[src/verilog/fltc_pkg.sv]
// shared constants and types of the flash/torch mode controller
package fltc_pkg;
    // ****************************************
    // register addresses and field positions
    // ****************************************
    localparam logic [2:0] ADDR_MASTER = 3'h0;
    localparam logic [2:0] ADDR_FLASH  = 3'h1;
    localparam logic [2:0] ADDR_TORCH  = 3'h2;
    localparam int         ADDR_LSBS   = 3;
    localparam int         ON_BIT      = 3;
    localparam int         SHORT_BIT   = 2;
    localparam int         OPEN_BIT    = 1;
    localparam int         FGO_BIT     = 4;
    localparam int         TGO_BIT     = 4;
    localparam int         INH_BIT     = 5;
    localparam int         TMR_LSB     = 5;
    localparam int         TMR_MSB     = 7;
    localparam int         LVL_MSB     = 3;
    localparam logic [7:0] FLASH_RST   = 8'hE0;
    localparam logic [7:0] TORCH_RST   = 8'h00;
    localparam logic [7:0] TORCH_MASK  = 8'h3F;

    // ****************************************
    // timing
    // ****************************************
    localparam int CLK_MHZ      = 100;
    localparam int BLANK_MS     = 1000;
    localparam int RETRY_MS     = 100;
    localparam int TMO_STEP_US  = 156250;
    localparam int BLANK_CYC    = BLANK_MS * 1000 * CLK_MHZ;
    localparam int RETRY_CYC    = RETRY_MS * 1000 * CLK_MHZ;
    localparam int TMO_STEP_CYC = TMO_STEP_US * CLK_MHZ;
    localparam int TW           = 27;

    // operating modes
    typedef enum logic [2:0] {
        MODE_OFF,
        MODE_STANDBY,
        MODE_FLASH,
        MODE_TORCH,
        MODE_RETRY,
        MODE_OVERVOLT
    } fltc_mode_t;
endpackage

[src/verilog/fltc_timer.sv]
// interval timer that flags expiry after a run of limit cycles
`timescale 1ns/10ps
module fltc_timer #(
    parameter int W = 27
) (
    input  wire logic         core_clk,
    input  wire logic         resetn,
    input  wire logic         ce,
    input  wire logic         run,
    input  wire logic [W-1:0] limit,
    output logic              expired
);
    import fltc_pkg::*;

    typedef struct packed {
        logic [W-1:0] cnt;
        logic         exp;
    } fltc_tmr_t;

    fltc_tmr_t q;
    fltc_tmr_t d;

    // count while running, restart whenever run drops
    always_comb begin
        d = q;
        if (!run) begin
            d.cnt = '0;
            d.exp = 1'b0;
        end else if (!q.exp) begin
            if (q.cnt >= limit - W'(1)) begin
                d.exp = 1'b1;
            end else begin
                d.cnt = q.cnt + W'(1);
            end
        end
    end

    // state register, frozen while ce is low
    always_ff @(posedge core_clk or negedge resetn) begin
        if (!resetn) begin
            q <= '0;
        end else if (ce) begin
            q <= d;
        end
    end

    assign expired = q.exp;
endmodule

[src/verilog/fltc_ctrl.sv]
// mode controller of a flash/torch led driver with register port
`timescale 1ns/10ps
module fltc_ctrl #(
    parameter logic [fltc_pkg::TW-1:0] BLANK_CYCLES    = fltc_pkg::TW'(fltc_pkg::BLANK_CYC),
    parameter logic [fltc_pkg::TW-1:0] RETRY_CYCLES    = fltc_pkg::TW'(fltc_pkg::RETRY_CYC),
    parameter logic [fltc_pkg::TW-1:0] TMO_STEP_CYCLES = fltc_pkg::TW'(fltc_pkg::TMO_STEP_CYC)
) (
    input  wire logic       core_clk,
    input  wire logic       resetn,
    input  wire logic       ce,
    input  wire logic       chip_enable_pin,
    input  wire logic       flash_enable_pin,
    input  wire logic       torch_enable_pin,
    input  wire logic       flash_inhibit,
    input  wire logic       overvoltage_guard,
    input  wire logic [1:0] open_led_detector,
    input  wire logic [1:0] short_led_detector,
    input  wire logic       reg_wr,
    input  wire logic       reg_rd,
    input  wire logic [7:0] reg_addr,
    input  wire logic [7:0] reg_wdata,
    output logic      [7:0] reg_rdata,
    output logic            standby_active,
    output logic            boost_en,
    output logic            sink_en,
    output logic      [1:0] ch_en,
    output logic            level_flash,
    output logic      [3:0] level_code
);
    import fltc_pkg::*;

    // ****************************************
    // state
    // ****************************************
    typedef struct packed {
        fltc_mode_t mode;
        logic       enabled;
        logic       master_on;
        logic [7:0] flash_ctl;
        logic [7:0] torch_ctl;
        logic       fpin_prev;
        logic       tpin_prev;
        logic       fhold;
        logic       thold;
        logic       both_open_flag;
        logic       shorted_output_flag;
        logic [1:0] ch_off;
        logic [7:0] rdata;
        logic       boost;
        logic       sink;
        logic       lvl_flash;
        logic [3:0] lvl_code;
        logic [1:0] ch_en;
    } fltc_state_t;

    localparam fltc_state_t ST_RST = '{
        mode      : MODE_OFF,
        flash_ctl : FLASH_RST,
        torch_ctl : TORCH_RST,
        default   : '0
    };

    fltc_state_t    st_q;
    fltc_state_t    st_d;
    logic           en_req;
    logic           fl_req;
    logic           tr_req;
    logic           inhibit;
    logic           open_both;
    logic           short_any;
    logic           blank_exp;
    logic           tmo_exp;
    logic           retry_exp;
    logic [TW-1:0]  tmo_limit;
    logic [ADDR_LSBS-1:0] addr;

    // low-to-high transition between two samples
    function automatic logic rise(input logic prev, input logic cur);
        return !prev && cur;
    endfunction

    // ****************************************
    // timers
    // ****************************************
    // timeout is (code + 1) steps
    assign tmo_limit = (TW'(st_q.flash_ctl[TMR_MSB:TMR_LSB]) + TW'(1)) * TMO_STEP_CYCLES;

    // enable-low blanking, runs only while no enable request
    fltc_timer #(.W(TW)) u_blank (
        .core_clk (core_clk),
        .resetn   (resetn),
        .ce       (ce),
        .run      (st_q.enabled && !en_req),
        .limit    (BLANK_CYCLES),
        .expired  (blank_exp)
    );

    // flash safety timer, restarted on each flash entry
    fltc_timer #(.W(TW)) u_tmo (
        .core_clk (core_clk),
        .resetn   (resetn),
        .ce       (ce),
        .run      (st_q.mode == MODE_FLASH),
        .limit    (tmo_limit),
        .expired  (tmo_exp)
    );

    // fault retry wait
    fltc_timer #(.W(TW)) u_retry (
        .core_clk (core_clk),
        .resetn   (resetn),
        .ce       (ce),
        .run      (st_q.mode == MODE_RETRY),
        .limit    (RETRY_CYCLES),
        .expired  (retry_exp)
    );

    // ****************************************
    // request decode
    // ****************************************
    // requests, inhibit and gated detectors
    assign addr      = reg_addr[ADDR_LSBS-1:0];
    assign en_req    = chip_enable_pin || st_q.master_on;
    assign fl_req    = st_q.fhold || st_q.flash_ctl[FGO_BIT];
    assign tr_req    = st_q.thold || st_q.torch_ctl[TGO_BIT];
    assign inhibit   = flash_inhibit || st_q.torch_ctl[INH_BIT];
    assign open_both = st_q.sink && (&open_led_detector);
    assign short_any = st_q.sink && (|short_led_detector);

    // ****************************************
    // next state
    // ****************************************
    always_comb begin
        st_d           = st_q;
        st_d.fpin_prev = flash_enable_pin;
        st_d.tpin_prev = torch_enable_pin;

        // pin requests: set on rising edge, held while pin stays high
        if (rise(st_q.fpin_prev, flash_enable_pin)) begin
            st_d.fhold = 1'b1;
        end else if (!flash_enable_pin) begin
            st_d.fhold = 1'b0;
        end
        if (rise(st_q.tpin_prev, torch_enable_pin)) begin
            st_d.thold = 1'b1;
        end else if (!torch_enable_pin) begin
            st_d.thold = 1'b0;
        end

        // enable: immediate on request, off after blanking
        if (en_req) begin
            st_d.enabled = 1'b1;
        end else if (blank_exp) begin
            st_d.enabled = 1'b0;
        end

        // mode sequencing, flash wins over torch
        unique case (st_q.mode)
            MODE_OFF: begin
                if (st_q.enabled) begin
                    st_d.mode = MODE_STANDBY;
                end
            end
            MODE_STANDBY: begin
                if (fl_req) begin
                    st_d.mode = MODE_FLASH;
                end else if (tr_req) begin
                    st_d.mode = MODE_TORCH;
                end
            end
            MODE_FLASH: begin
                if (tmo_exp) begin
                    st_d.mode               = MODE_STANDBY;
                    st_d.fhold              = 1'b0;
                    st_d.flash_ctl[FGO_BIT] = 1'b0;
                end else if (!fl_req) begin
                    st_d.mode = tr_req ? MODE_TORCH : MODE_STANDBY;
                end
            end
            MODE_TORCH: begin
                if (fl_req) begin
                    st_d.mode = MODE_FLASH;
                end else if (!tr_req) begin
                    st_d.mode = MODE_STANDBY;
                end
            end
            MODE_RETRY: begin
                if (retry_exp) begin
                    st_d.mode = MODE_STANDBY;
                end
            end
            MODE_OVERVOLT: begin
                if (!overvoltage_guard) begin
                    st_d.mode = MODE_STANDBY;
                end
            end
            default: st_d.mode = MODE_OFF;
        endcase

        // fault shutdown overrides, strongest last
        if (open_both || short_any) begin
            st_d.mode = MODE_RETRY;
        end
        if (overvoltage_guard && st_q.mode != MODE_OFF) begin
            st_d.mode = MODE_OVERVOLT;
        end
        if (!st_d.enabled) begin
            st_d.mode = MODE_OFF;
        end

        // register writes after the sequencer so software wins
        if (reg_wr) begin
            unique case (addr)
                ADDR_MASTER: begin
                    st_d.master_on           = reg_wdata[ON_BIT];
                    st_d.both_open_flag      = 1'b0;
                    st_d.shorted_output_flag = 1'b0;
                end
                ADDR_FLASH: st_d.flash_ctl = reg_wdata;
                ADDR_TORCH: st_d.torch_ctl = reg_wdata & TORCH_MASK;
                default: ;
            endcase
        end

        // status flags, a detection beats a clearing write
        if (open_both) begin
            st_d.both_open_flag = 1'b1;
        end
        if (short_any) begin
            st_d.shorted_output_flag = 1'b1;
        end

        // single open channel is switched off, the other keeps going
        for (int i = 0; i < 2; i++) begin
            if (st_q.sink && open_led_detector[i] && !open_both) begin
                st_d.ch_off[i] = 1'b1;
            end
        end
        if (st_d.mode != MODE_FLASH && st_d.mode != MODE_TORCH) begin
            st_d.ch_off = 2'b00;
        end

        // register read data
        if (reg_rd) begin
            unique case (addr)
                ADDR_MASTER: st_d.rdata = {4'h0, st_q.master_on, st_q.shorted_output_flag,
                                           st_q.both_open_flag, 1'b0};
                ADDR_FLASH:  st_d.rdata = st_q.flash_ctl;
                ADDR_TORCH:  st_d.rdata = st_q.torch_ctl;
                default:     st_d.rdata = 8'h00;
            endcase
        end

        // regulator controls and level select
        st_d.sink      = st_d.mode == MODE_FLASH || st_d.mode == MODE_TORCH;
        st_d.boost     = st_d.sink;
        st_d.lvl_flash = st_d.mode == MODE_FLASH && !inhibit;
        st_d.lvl_code  = st_d.lvl_flash ? st_d.flash_ctl[LVL_MSB:0]
                                        : st_d.torch_ctl[LVL_MSB:0];
        st_d.ch_en     = st_d.sink ? ~st_d.ch_off : 2'b00;
    end

    // state register, frozen while ce is low
    always_ff @(posedge core_clk or negedge resetn) begin
        if (!resetn) begin
            st_q <= ST_RST;
        end else if (ce) begin
            st_q <= st_d;
        end
    end

    // ****************************************
    // outputs
    // ****************************************
    assign reg_rdata      = st_q.rdata;
    assign standby_active = st_q.enabled;
    assign boost_en       = st_q.boost;
    assign sink_en        = st_q.sink;
    assign ch_en          = st_q.ch_en;
    assign level_flash    = st_q.lvl_flash;
    assign level_code     = st_q.lvl_code;
endmodule

[config.mk]
export PLATFORM = sky130hd
export DESIGN_NAME = fltc_ctrl
export DESIGN_NICKNAME = d
export VERILOG_FILES = /design/src/verilog/fltc_pkg.sv /design/src/verilog/fltc_timer.sv /design/src/verilog/fltc_ctrl.sv
export SDC_FILE = /design/constraint.sdc
export NUM_CORES = 1
export LEC_CHECK = 0
export BUFFER_PORTS_ARGS = -buffer_cell sky130_fd_sc_hd__buf_2
export CAP_MARGIN = 20
export CORE_UTILIZATION = 50
export DETAILED_ROUTE_END_ITERATION = 16
export PLACE_DENSITY = 0.7
export RECOVER_POWER = 100
export SETUP_SLACK_MARGIN = 0.1
export SYNTH_ARGS = -nofsm -noshare
export SYNTH_HDL_FRONTEND = slang
export SYNTH_SLANG_ARGS = --single-unit
[constraint.sdc]
create_clock -name core_clk -period 5.82 [get_ports core_clk]
set_input_delay 0.582 -clock core_clk [delete_from_list [all_inputs] [get_ports core_clk]]
set_output_delay 0.582 -clock core_clk [all_outputs]
set_load 0.1 [all_outputs]
* After elaboration in Yosys (flattened, before gate mapping) *
Cells that the tools add are included.

storage, ports and cells
  bits in registers = 127
  output and inout port bits = 18
  input port bits = 30
  logic and storage cells = 144

operators by class
  muxes and demuxes = 49
  order comparisons = 3
  equal/unequal tests = 18
  reductions and logical operators = 42
  add/sub/neg operators = 5
  multipliers = 1
  bitwise logic cells = 1

operator list
  cell                                                                                    count
  28-bit 2-to-1 mux                                                                       6
  27-bit by 1-bit adder with 27-bit output (second input constant)                        3
  27-bit 2-to-1 mux                                                                       3
  3-bit 2-to-1 mux                                                                        12
  27-bit by 24-bit greater-or-equal comparator with 1-bit output (second input constant)  1
  27-bit greater-or-equal comparator                                                      1
  27-bit greater-or-equal comparator (second input constant)                              1
  27-bit by 1-bit subtractor with 27-bit output (second input constant)                   1
  4-bit by 21-bit multiplier with 24-bit output (second input constant)                   1
  8-bit one-hot mux with 3 select lines                                                   1
  3-bit AND reduction                                                                     8
  3-bit one-hot mux with 6 select lines                                                   1
  1-bit 2-to-1 mux                                                                        17
  3-bit by 2-bit == test with 1-bit output (second input constant)                        5
  13-bit 2-to-1 mux                                                                       1
  1-bit logical AND                                                                       12
  2-bit != test (second input constant)                                                   6
  2-bit 2-to-1 mux                                                                        5
  2-bit nonzero test                                                                      4
  3-bit by 1-bit == test with 1-bit output (second input constant)                        2
  3-bit == test (second input constant)                                                   2
  3-bit logical NOT                                                                       2
  1-bit logical OR                                                                        6
  6-bit 2-to-1 mux                                                                        1
  other kinds (10)                                                                        17

* Depth between registers and ports, before layout *
Gate-level depths: netlist (run 1).

  depth in word-level cells = 13
  gate-level depth with buffers = 28
  gate-level depth less buffers = 24

* Modules after synthesis *
Synthesis (run 1) repeated with hierarchy kept, for this count alone.

unflattened totals
  cell total of the unflattened synthesis = 1359
  area total of the unflattened synthesis = 11797.6 µm²

modules (own cells, without submodules)
  module      area an instance (µm²)  cells an instance  instances  seq. area each (µm²)
  fltc_timer  2798.9                  334                3          700.7
  fltc_ctrl   3400.8                  357                1          1079.8

* Least setup slack after synthesis (run 1) *
Ideal clock, no wire load.

  kind = flip-flop to flip-flop
  from = reg st_q[38] (netlist bit)
  to = reg u_tmo.q[21] (netlist bit)
  path buffers = 4
  required time = 5.684 ns
  slack = -0.478 ns
  setup time = 0.136 ns
  clock period less this slack = 6.298 ns
  data arrival time = 6.162 ns
  stages on the path, launching flop included = 28
  path through = dfstp_2 -> clkbuf_1 -> inv_1 -> ha_1 -> ha_1 -> xor2_1 -> ha_1 -> or2_2 -> ha_1 -> clkbuf_1 -> and3_1 -> a41oi_2 -> xor2_1 -> nand4_2 -> or3_4 -> nor3_2 -> xor2_1 -> ha_1 -> a21o_1 -> a21o_1 -> a21o_1 -> a21o_1 -> a22oi_1 -> nand3_1 -> clkbuf_1 -> clkbuf_1 -> o21ai_0 -> o41ai_1

between the ends
  cells in the longest elaborated chain, start to end = 6

RTL lines
  item                                           RTL line          source
  from (decl)                                    fltc_ctrl.sv:63   fltc_state_t st_q;
  from (signal assigned)                         fltc_ctrl.sv:268  st_q <= st_d;
  3-bit by 1-bit adder with 4-bit output         fltc_ctrl.sv:86   assign tmo_limit = (TW'(st_q.flash_ctl[TMR_MSB:TMR_LSB]) + TW'(1)) * TMO_STEP_CYCLES;
  4-bit by 21-bit multiplier with 24-bit output  fltc_ctrl.sv:86
  27-bit by 1-bit subtractor with 27-bit output  fltc_timer.sv:30  if (q.cnt >= limit - W'(1)) begin
  27-bit greater-or-equal comparator             fltc_timer.sv:30
  2-bit != test (no line)                        -
  3-bit AND reduction (no line)                  -
  to (signal assigned)                           fltc_timer.sv:41  q <= '0;
  to (signal assigned)                           fltc_timer.sv:43  q <= d;
  to (decl)                                      fltc_timer.sv:20  fltc_tmr_t q;

No other way between the ends.
A chain may end at the register's enable or synchronous reset.

* Worst setup path in the final report (run 1) *
  from = reg st_q[39] (netlist bit)
  to = reg u_tmo.q[25] (netlist bit)

Same word-level chain as after synthesis.

==> impl_metrics.csv, run 1 <==
group,metric,value,unit
synth,synthDistinctLibCells,77,
clock_tree,clkSinkCount,127,
clock_tree,cts_root_buf,"clkbuf_16",
synth,synth_top_area_share,35.3,%
clock_tree,clock_path_buffers,2,
status,violations,"capacitance limit, slew limit",
floorplan,fp-row-count,48,
setup_path,worstPathRequired,6120,ps
floorplan,fp.dieH,135,um
synth,synth_ff_type,"dfrtp_1",
timing,fin_crit,5620,ps
place,place_inst,1243,
grt,grt-ovfl-total,0,
setup_path,endpoint_kind,"flip-flop",
synth,synth_top_family_by_area,"simple AND/OR/NAND/NOR gates",
grt,grt_max_degree,69,
floorplan,dieArea,18100,um2
floorplan,core,17200,um2
synth,yosysMostFrequentCell,"dfrtp_1",
synth,postSynthAreaPerCell,8.81,um2
power_and_ir_drop,power,4.77,mW
synth,synth_fa_ha_area_share,9.95,%
place,place.gp.congestion,0.842,
worst_hold_path,hp-class,"input pin to flip-flop",
synth,synth_area,8780,um2
synth,synth-edff-count,0,
synth,synth_compound_area_share,18.0,%
synth,ys_ff_latch,127,
timing,fin_worst_skew,10.3,ps
job,cap_violations,3,
grt,grt_antenna_before_repair,0,
cells_and_area,drive_above_1_share,17.7,%
timing,slew_headroom,-121,%
timing,timing.fmax,178,MHz
place,port_buffers,42,
synth,synthSimpleGateAreaFrac,21.9,%
place,dp.final_hpwl,14000,um
synth,synth_top_area_cell,"dfrtp_1",
cells_and_area,fin_nets,1154,
route,drt_iter0_drc,489,
route,wl_per_cell,16.2,um
synth,ys_top_cells_by_area,"dfrtp_1 (35%), ha_1 (9.3%), o21ai_0 (4.8%)",
route,dr.pass1.iters,5,
clock_tree,clock_latency,430,ps
route,antenna_left,0,
cells_and_area,area_growth,18.5,%
route,wirelength,21000,um
route,dr_total_vias,7579,
synth,synth_common_cells,"dfrtp_1 (124), nand2_1 (108), nor2_1 (93), o21ai_0 (84), ha_1 (65)",
synth,synthMuxAreaShare,3.06,%
power_and_ir_drop,p_leak,4.58,nW
synth,yosys.area_share.xor_xnor,6.55,%
timing,worstMarginPinSlew,3320,ps
floorplan,die_x,135,um
route,vias_per_cell,5.86,
place,dpl_cell_area,9330,um2
clock_tree,ctsHoldBuffers,0,
setup_path,cp-start-kind,"flip-flop",
synth,ys_warn_count,0,
clock_tree,path_clk_slew,50,ps
cells_and_area,fin_area,10400,um2
floorplan,ios,48,
grt,track_usage,23.3,%
timing,final_hold_viol_count,0,
synth,postSynthCellCount,997,
power_and_ir_drop,p_per_area,458,nW/um2
cells_and_area,final_cells,1294,
power_and_ir_drop,ir_drop,418,uV
setup_path,worstPathMaxFanout,7,
timing,drv_slew,154,
setup_path,worstSetupPathType,"flip-flop to flip-flop",
status,outcome,"finished, violations left",
timing,fin_crit_sh,96.5,%
synth,async_flop_share,100,%
cells_and_area,fin_util,60.4,%
floorplan,initial_utilization,50.9,%
clock_tree,cts_max_level,4,
setup_path,critPathArrivalTime,5920,ps
route,drcViolationCount,0,
clock_tree,numCtsBuffers,17,
clock_tree,cts_tree,"built",
grt,grt_pass1_wl,34000,um
grt,grt_pass1_vias,6960,
timing,rsz0062_at_grt,"true",
synth,ys_seq_area_share,36.2,%
cells_and_area,insertedDiodeCount,0,
synth,synth_fp_nets,1095,
timing,setup_viol,0,
timing repair:
action                                 4_1_cts  5_1_grt
endpoints found under the hold margin        0        0
pin swaps                                    8       23
buffers inserted                             4       12
gates cloned                                 1        2
setup endpoints to repair                   25       28
resized for setup                           12       87
where the power goes:
group	internal (mW)	leakage [nW]	switching (mW)
logic	1.14	2.59	1.50
clock network	0.704	0.288	0.390
registers	0.962	1.71	0.0777
total	2.80	4.58	1.97
layout by cell type, fill, tap and decap left out, types with 5 or more instances in the layout:
cell,instances
o41ai_1,5
buf_6,5
xnor2_2,6
nor3_1,36
a211oi_1,5
nor2b_1,13
inv_1,27
o21ai_0,52
clkbuf_1,24
nor2_1,90
ha_1,52
a31oi_1,14
mux2i_1,10
clkbuf_16,19
or3_1,6
ha_4,11
buf_4,37
buf_2,23
dfrtp_1,124
nand3_1,37
o21ai_1,24
or2_2,5
xor2_1,10
o21ai_2,11
a21oi_1,28
nand2b_1,11
and3_1,19
nor4_1,8
mux2_2,15
nand4_1,13
a22o_1,11
o31ai_1,19
nand2_1,107
xnor2_1,43
a21o_1,19
and2_1,8
worst max-delay path, stage by stage, from the launching register on:
cell,delay [ps]
dfstp_2,560
buf_6,120
nand2_2,70
nor2_4,240
ha_4,260
xor2_1,160
ha_1,190
or2_4,260
ha_4,180
a21oi_4,160
o21bai_1,120
a41oi_2,220
xor2_2,210
nand4_2,160
or3_4,440
nor3_4,120
xor2_1,170
ha_1,260
a21o_1,160
a21o_1,170
a21o_1,190
a21o_1,190
a22oi_2,240
nand3_4,190
clkbuf_16,240
o21ai_1,130
o21ai_0,90
layer usage:
layer  vias up  GRT usage, %  routed length (um)
li1       3698             -                   -
met1      3691          32.2                9940
met2       156          37.6                9910
met3        34          4.17                 739
met4         0          6.24                 374
met5         -             0                   0
sequential cells by signal, summed over array words and instances (netlist names):
| name | flops |
|---|---|
| sink_en | 1 |
| u_blank.expired | 1 |
| standby_active | 1 |
| st_q | 26 |
| reg_rdata | 8 |
| u_tmo.q | 27 |
| level_flash | 1 |
| u_retry.expired | 1 |
| u_blank.q | 27 |
| u_retry.q | 27 |
| ch_en | 2 |
| level_code | 4 |
| u_tmo.expired | 1 |
logic make-up (layout without fill, tap and decap cells):
logic type | count (synthesis) | in the layout
AO/OA/AOI/OAI | 241 | 241
multiplexers | 25 | 25
adder cells (fa/ha/maj) | 68 | 68
AND/OR/NAND/NOR | 390 | 390
flip-flops | 127 | 127
other | 1 | 1
buffers and inverters | 82 | 154
XOR/XNOR | 63 | 63
final cells by class:
cell class	instances	area, um2
fillers	1435	6830
multi-input cells	788	5580
flip-flops and latches	127	3180
repair buffers	92	634
clock buffers	22	474
well taps	225	282
clock inverters	10	135
inverters	30	120
path summary, 6_finish.rpt:
kind	end	slack [ps]	cells after the start	startpoint
max	u_tmo.q[25]$_DFFE_PN0P_	200	26	st_q[39]$_DFFE_PN1P_
min	st_q[39]$_DFFE_PN1P_	370	3	reg_wdata[6]
max reg2reg	u_tmo.q[25]$_DFFE_PN0P_	200	26	st_q[39]$_DFFE_PN1P_
min reg2reg	level_flash$_DFFE_PN0P_	480	2	level_flash$_DFFE_PN0P_
max in group asynchronous	u_tmo.q[10]$_DFFE_PN0P_	1550	2	resetn
min in group asynchronous	level_code[2]$_DFFE_PN0P_	1250	1	resetn
metrics by stage:
| stage | setup slack, ps | hold WS [ps] | TNS, ps |
|---|---|---|---|
| floorplan | 113 | 286 | 0 |
| detailed placement | -20.9 | 463 | -20.9 |
| global route | -67.8 | 388 | -629 |
| finish | 202 | 367 | 0 |
| CTS | 65.2 | 266 | 0 |
| global placement | 15.8 | 456 | 0 |
No activity file was read; power rests on OpenSTA's default activity.
==> run 2: changes to the inputs <==
- BUFFER_PORTS_ARGS: -buffer_cell sky130_fd_sc_hd__buf_2 -> default
- DONT_BUFFER_PORTS: default -> 1
- PLACE_DENSITY: 0.7 -> 0.68
==> impl_metrics.csv, run 2 (synthesis gave the netlist of run 1 again) <==
group,metric,value,unit
status,outcome,"finished, violations left",
status,violations,"capacitance limit, slew limit",
cells_and_area,fin_nets,1106,
timing,fin_crit,5680,ps
setup_path,path_delay_family,"compound AO/OA/AOI/OAI gates",
setup_path,critical_path_buf_inv_count,4,
grt,grt-ovfl-total,0,
setup_path,endpoint_kind,"flip-flop",
setup_path,cpPeakStageDelay,560,ps
timing,slew_headroom,-111,%
place,port_buffers,0,
timing,setup_viol,0,
grt,grt_max_degree,128,
cells_and_area,drive_above_1_share,16.6,%
floorplan,initial_utilization,50.9,%
cells_and_area,layout_common_cells,"dfrtp_1 (124), nand2_1 (107), nor2_1 (90)",
setup_path,worstPathRequired,6110,ps
route,dr_total_vias,7273,
place,dp.final_hpwl,14000,um
timing,timing.fmax,176,MHz
cells_and_area,multi_input_area,5590,um2
setup_path,worstPathMaxFanout,7,
cells_and_area,final_common_cell,"dfrtp_1",
grt,grt_antenna_before_repair,0,
cells_and_area,top_regs,"u_blank.q x27, u_retry.q x27, u_tmo.q x27",
timing,fin_worst_skew,12.6,ps
clock_tree,clkSinkCount,127,
worst_hold_path,hold_depth,1,
floorplan,fp-row-count,48,
clock_tree,cts_max_level,4,
floorplan,core,17200,um2
setup_path,rr_worst_depth,26,
timing,drv_slew,134,
setup_path,critPathArrivalTime,5970,ps
place,preCtsSetupSlack,-26.5,ps
floorplan,die_x,135,um
place,place.gp.congestion,0.866,
timing,final_hold_viol_count,0,
worst_hold_path,hp-class,"input pin to flip-flop",
setup_path,crit_top_cell,"a21o_1",
timing,layout_setup_ws,141,ps
setup_path,cp-start-kind,"flip-flop",
floorplan,fp.dieH,135,um
clock_tree,cts_tree,"built",
power_and_ir_drop,p_per_area,458,nW/um2
clock_tree,cts_root_buf,"clkbuf_16",
setup_path,path_depth,26,
route,wirelength,21000,um
clock_tree,clock_path_buffers,2,
cells_and_area,fillers,1437,
cells_and_area,regArea,3180,um2
grt,grt_pass1_wl,33800,um
timing,worstMarginPinSlew,3170,ps
cells_and_area,insertedDiodeCount,0,
setup_path,cp_slowest_cell,"dfstp_2",
floorplan,dieArea,18100,um2
cells_and_area,area_growth,16.0,%
route,wl_per_cell,16.8,um
grt,track_usage,23.1,%
route,drcViolationCount,0,
clock_tree,path_clk_slew,70,ps
clock_tree,numCtsBuffers,17,
timing,fin_crit_sh,97.6,%
route,dr.pass1.iters,5,
grt,grt_pass1_vias,6947,
timing,rsz0062_at_grt,"true",
job,cap_violations,2,
setup_path,worstSetupPathType,"flip-flop to flip-flop",
timing,holdWs,254,ps
route,antenna_left,0,
clock_tree,clock_latency,430,ps
timing,finalSetupTns,0,ps
power_and_ir_drop,p_leak,4.47,nW
power_and_ir_drop,ir_drop,423,uV
route,drt_iter0_drc,508,
power_and_ir_drop,power,4.67,mW
floorplan,ios,48,
route,vias_per_cell,5.84,
## run 2: cell types whose count changed in the layout (fill, tap and decap cells not counted), moves of 4 or more
cell / delta
buf_2: -23
clkbuf_1: -21
o21ai_1: -7
o21ai_2: +6
inv_6: +5
ha_1: +4
ha_4: -4
## run 2: worst paths after layout
path | slack, ps | from | to
max | 140 | st_q[38]$_DFFE_PN1P_ | u_tmo.q[10]$_DFFE_PN0P_
min reg2reg | 480 | u_blank.q[16]$_DFFE_PN0P_ | u_blank.q[16]$_DFFE_PN0P_
min | 250 | ce | st_q[22]$_DFFE_PN0P_
max in group asynchronous | 2760 | resetn | u_retry.q[14]$_DFFE_PN0P_
max reg2reg | 140 | st_q[38]$_DFFE_PN1P_ | u_tmo.q[10]$_DFFE_PN0P_
min in group asynchronous | 1160 | resetn | reg_rdata[6]$_DFFE_PN0P_
## run 2: worst register-to-register path, cell delays in order, from the launching register on
cell	delay, ps
dfstp_2	560
buf_6	120
inv_6	50
ha_4	330
ha_4	150
xor3_2	310
xnor2_2	160
ha_1	300
buf_4	150
a21oi_4	190
o21bai_4	80
a41oi_2	200
xor2_2	220
nand4_2	150
or3_4	440
nor3_4	130
xor2_1	160
ha_1	260
a21o_1	160
a21o_1	180
a21o_1	170
a21o_1	200
a22oi_2	260
nand3_4	170
clkbuf_16	220
o21ai_1	140
o41ai_1	80
## run 2: area by class of cell
type	count	area share, %
Tap cell	225	2.76
Clock buffer	18	4.21
Multi-Input combinational cell	788	54.9
Timing Repair Buffer	44	3.76
Inverter	30	1.15
Sequential cell	127	31.2
Clock inverter	14	2.01
## run 2: stage by stage
step	util, %	area (um2)	cells
5_1_grt	59.1	10200	1246
4_1_cts	56.7	9780	1232
2_1_floorplan	-	8840	997
3_5_place_dp	52.6	9060	1196
3_3_place_gp	52.6	9060	1196
6_report	59.1	10200	1246
## run 2: metal layers
layer  GRT usage [%]  vias to the layer above  wire [um]
met5               0                        -          0
met4            6.62                        0        289
met3            4.50                       26        789
met2            36.7                      129      10000
met1            32.1                     3510       9920
li1                -                     3608          -
## run 2: report_power, final
group	switching, mW	leakage (nW)	internal, mW
registers	0.248	1.71	0.957
clock network	0.429	0.308	0.726
logic	1.27	2.46	1.03
total	1.95	4.47	2.72
## run 2: timing repair
item,CTS,global route
hold buffers,1,0
hold endpoints to repair,127,0
resized for setup,6,96
setup buffers,3,11
pin swaps,4,28
cloned,0,3
endpoints found under the setup margin,25,28
==> run 3: changes to the inputs <==
- GPL_TIMING_DRIVEN: default -> 0
==> impl_metrics.csv, run 3 (synthesis gave the netlist of run 1 again) <==
group,metric,value,unit
timing,fin_crit_sh,99.6,%
place,port_buffers,0,
grt,grt_pass1_wl,35300,um
job,cap_violations,1,
timing,final_hold_viol_count,0,
clock_tree,numCtsBuffers,17,
route,drcViolationCount,0,
setup_path,cp-start-kind,"flip-flop",
cells_and_area,area_growth,21.0,%
setup_path,worstPathMaxFanout,16,
clock_tree,cts_root_buf,"clkbuf_16",
cells_and_area,fin_area,10600,um2
power_and_ir_drop,p_leak,4.59,nW
route,vias_per_cell,5.94,
grt,grt_max_degree,125,
timing,slew_headroom,-110,%
grt,grt_pass1_vias,7130,
cells_and_area,fin_nets,1155,
clock_tree,path_clk_slew,60,ps
timing,worstMarginPinSlew,3150,ps
route,wl_per_cell,17.3,um
cells_and_area,insertedDiodeCount,0,
status,violations,"capacitance limit, slew limit",
floorplan,fp.dieH,135,um
timing,fin_worst_skew,8.48,ps
route,antenna_left,0,
route,drt_iter0_drc,446,
cells_and_area,layout_common_cells,"dfrtp_1 (124), nand2_1 (107), nor2_1 (89)",
place,dp.final_hpwl,14700,um
timing,layout_setup_ws,21.6,ps
route,dr.pass1.iters,5,
worst_hold_path,hp-class,"input pin to async pin",
clock_tree,clock_path_buffers,2,
setup_path,critPathArrivalTime,6090,ps
cells_and_area,multi_input_area,5790,um2
floorplan,dieArea,18100,um2
cells_and_area,fillers,1420,
setup_path,crit_top_cell,"a21o_1",
timing,holdWs,12.6,ps
clock_tree,cts_max_level,4,
place,preCtsSetupSlack,-826,ps
timing,fin_crit,5800,ps
clock_tree,clkSinkCount,127,
cells_and_area,top_regs,"u_blank.q x27, u_retry.q x27, u_tmo.q x27",
timing,timing.fmax,172,MHz
grt,grt-ovfl-total,0,
route,dr_total_vias,7693,
floorplan,fp-row-count,48,
route,wirelength,22400,um
timing,drv_slew,125,
setup_path,cpPeakStageDelay,580,ps
timing,setup_viol,0,
grt,grt_antenna_before_repair,0,
floorplan,ios,48,
cells_and_area,final_common_cell,"dfrtp_1",
power_and_ir_drop,ir_drop,464,uV
setup_path,cp_slowest_cell,"dfstp_2",
status,outcome,"finished, violations left",
place,place.gp.congestion,0.835,
floorplan,core,17200,um2
cells_and_area,drive_above_1_share,18.5,%
clock_tree,clock_latency,410,ps
floorplan,die_x,135,um
timing,rsz0062_at_grt,"true",
cells_and_area,regArea,3180,um2
setup_path,worstSetupPathType,"flip-flop to flip-flop",
setup_path,worstPathRequired,6110,ps
place,dpl_cell_area,9120,um2
floorplan,initial_utilization,50.9,%
grt,track_usage,24.3,%
clock_tree,cts_tree,"built",
setup_path,endpoint_kind,"flip-flop",
power_and_ir_drop,p_per_area,470,nW/um2
## run 3: cell count changes in the layout (fill, tap and decap cells not counted), sizes merged
cell,previous run,this run
clkinvlp,1,3
clkinv,5,6
clkbuf,23,68
buf,39,43
dlygate4sd3,0,1
inv,34,30
## run 3: layer usage
layer | global-route usage [%] | up-vias | wire length (um)
li1 | - | 3717 | -
met1 | 34.2 | 3773 | 10300
met2 | 39.2 | 182 | 10900
met3 | 3.94 | 21 | 933
met4 | 6.12 | 0 | 231
met5 | 0 | - | 0
## run 3: power by group
| group | internal [mW] | leakage (nW) | switching [mW] |
|---|---|---|---|
| Combinational | 1.21 | 2.57 | 1.59 |
| Clock | 0.741 | 0.310 | 0.408 |
| Sequential | 0.961 | 1.71 | 0.0849 |
## run 3: area by class of cell
cell class / instances / share of cell area, %
clock buffers: 19 / 4.26
well taps: 225 / 2.65
plain buffers: 51 / 2.57
flip-flops and latches: 127 / 29.9
repair buffers: 42 / 3.13
inverters: 30 / 1.21
clock inverters: 13 / 1.74
multi-input cells: 788 / 54.5
## run 3: path summary, 6_finish.rpt
kind                                            from  slack, ps  cells after the start                   endpoint
hold reg to reg            u_blank.q[17]$_DFFE_PN0P_        480                      1  u_blank.q[17]$_DFFE_PN0P_
setup / recovery                st_q[38]$_DFFE_PN1P_         20                     25    u_tmo.q[23]$_DFFE_PN0P_
hold / removal                                resetn         10                      0       st_q[39]$_DFFE_PN1P_
min in group core_clk                   reg_wdata[6]        290                      2       st_q[39]$_DFFE_PN1P_
max in group asynchronous                     resetn       2780                      1  u_retry.q[19]$_DFFE_PN0P_
setup reg to reg                st_q[38]$_DFFE_PN1P_         20                     25    u_tmo.q[23]$_DFFE_PN0P_
## run 3: worst max-delay path: cells and delay by family (launching register included)
family / cells / cell delay, ps
compound gates: 9 / 1830
xor+xnor: 3 / 600
fa+ha+maj: 3 / 1000
buf+inv: 5 / 710
flops: 1 / 580
simple gates: 5 / 930
## run 3: stage by stage
stage | total power, mW | utilization (%) | TNS [ps] | std cells
CTS | 4.55 | 59.2 | -969 | 1281
detailed placement | 3.15 | 52.9 | -20980 | 1222
global route | 5.30 | 61.6 | -1080 | 1295
finish | 4.99 | 61.6 | 0 | 1295
floorplan | 2.74 | - | 0 | 997
global placement | 3.11 | 52.9 | -22190 | 1222
## run 3: what timing repair did
action,in CTS,in global routing
endpoints found under the setup margin,28,28
endpoints found under the hold margin,124,0
pin swaps,34,42
setup buffers,24,15
gates cloned,1,0
gates resized for setup,73,86
hold buffers,2,0
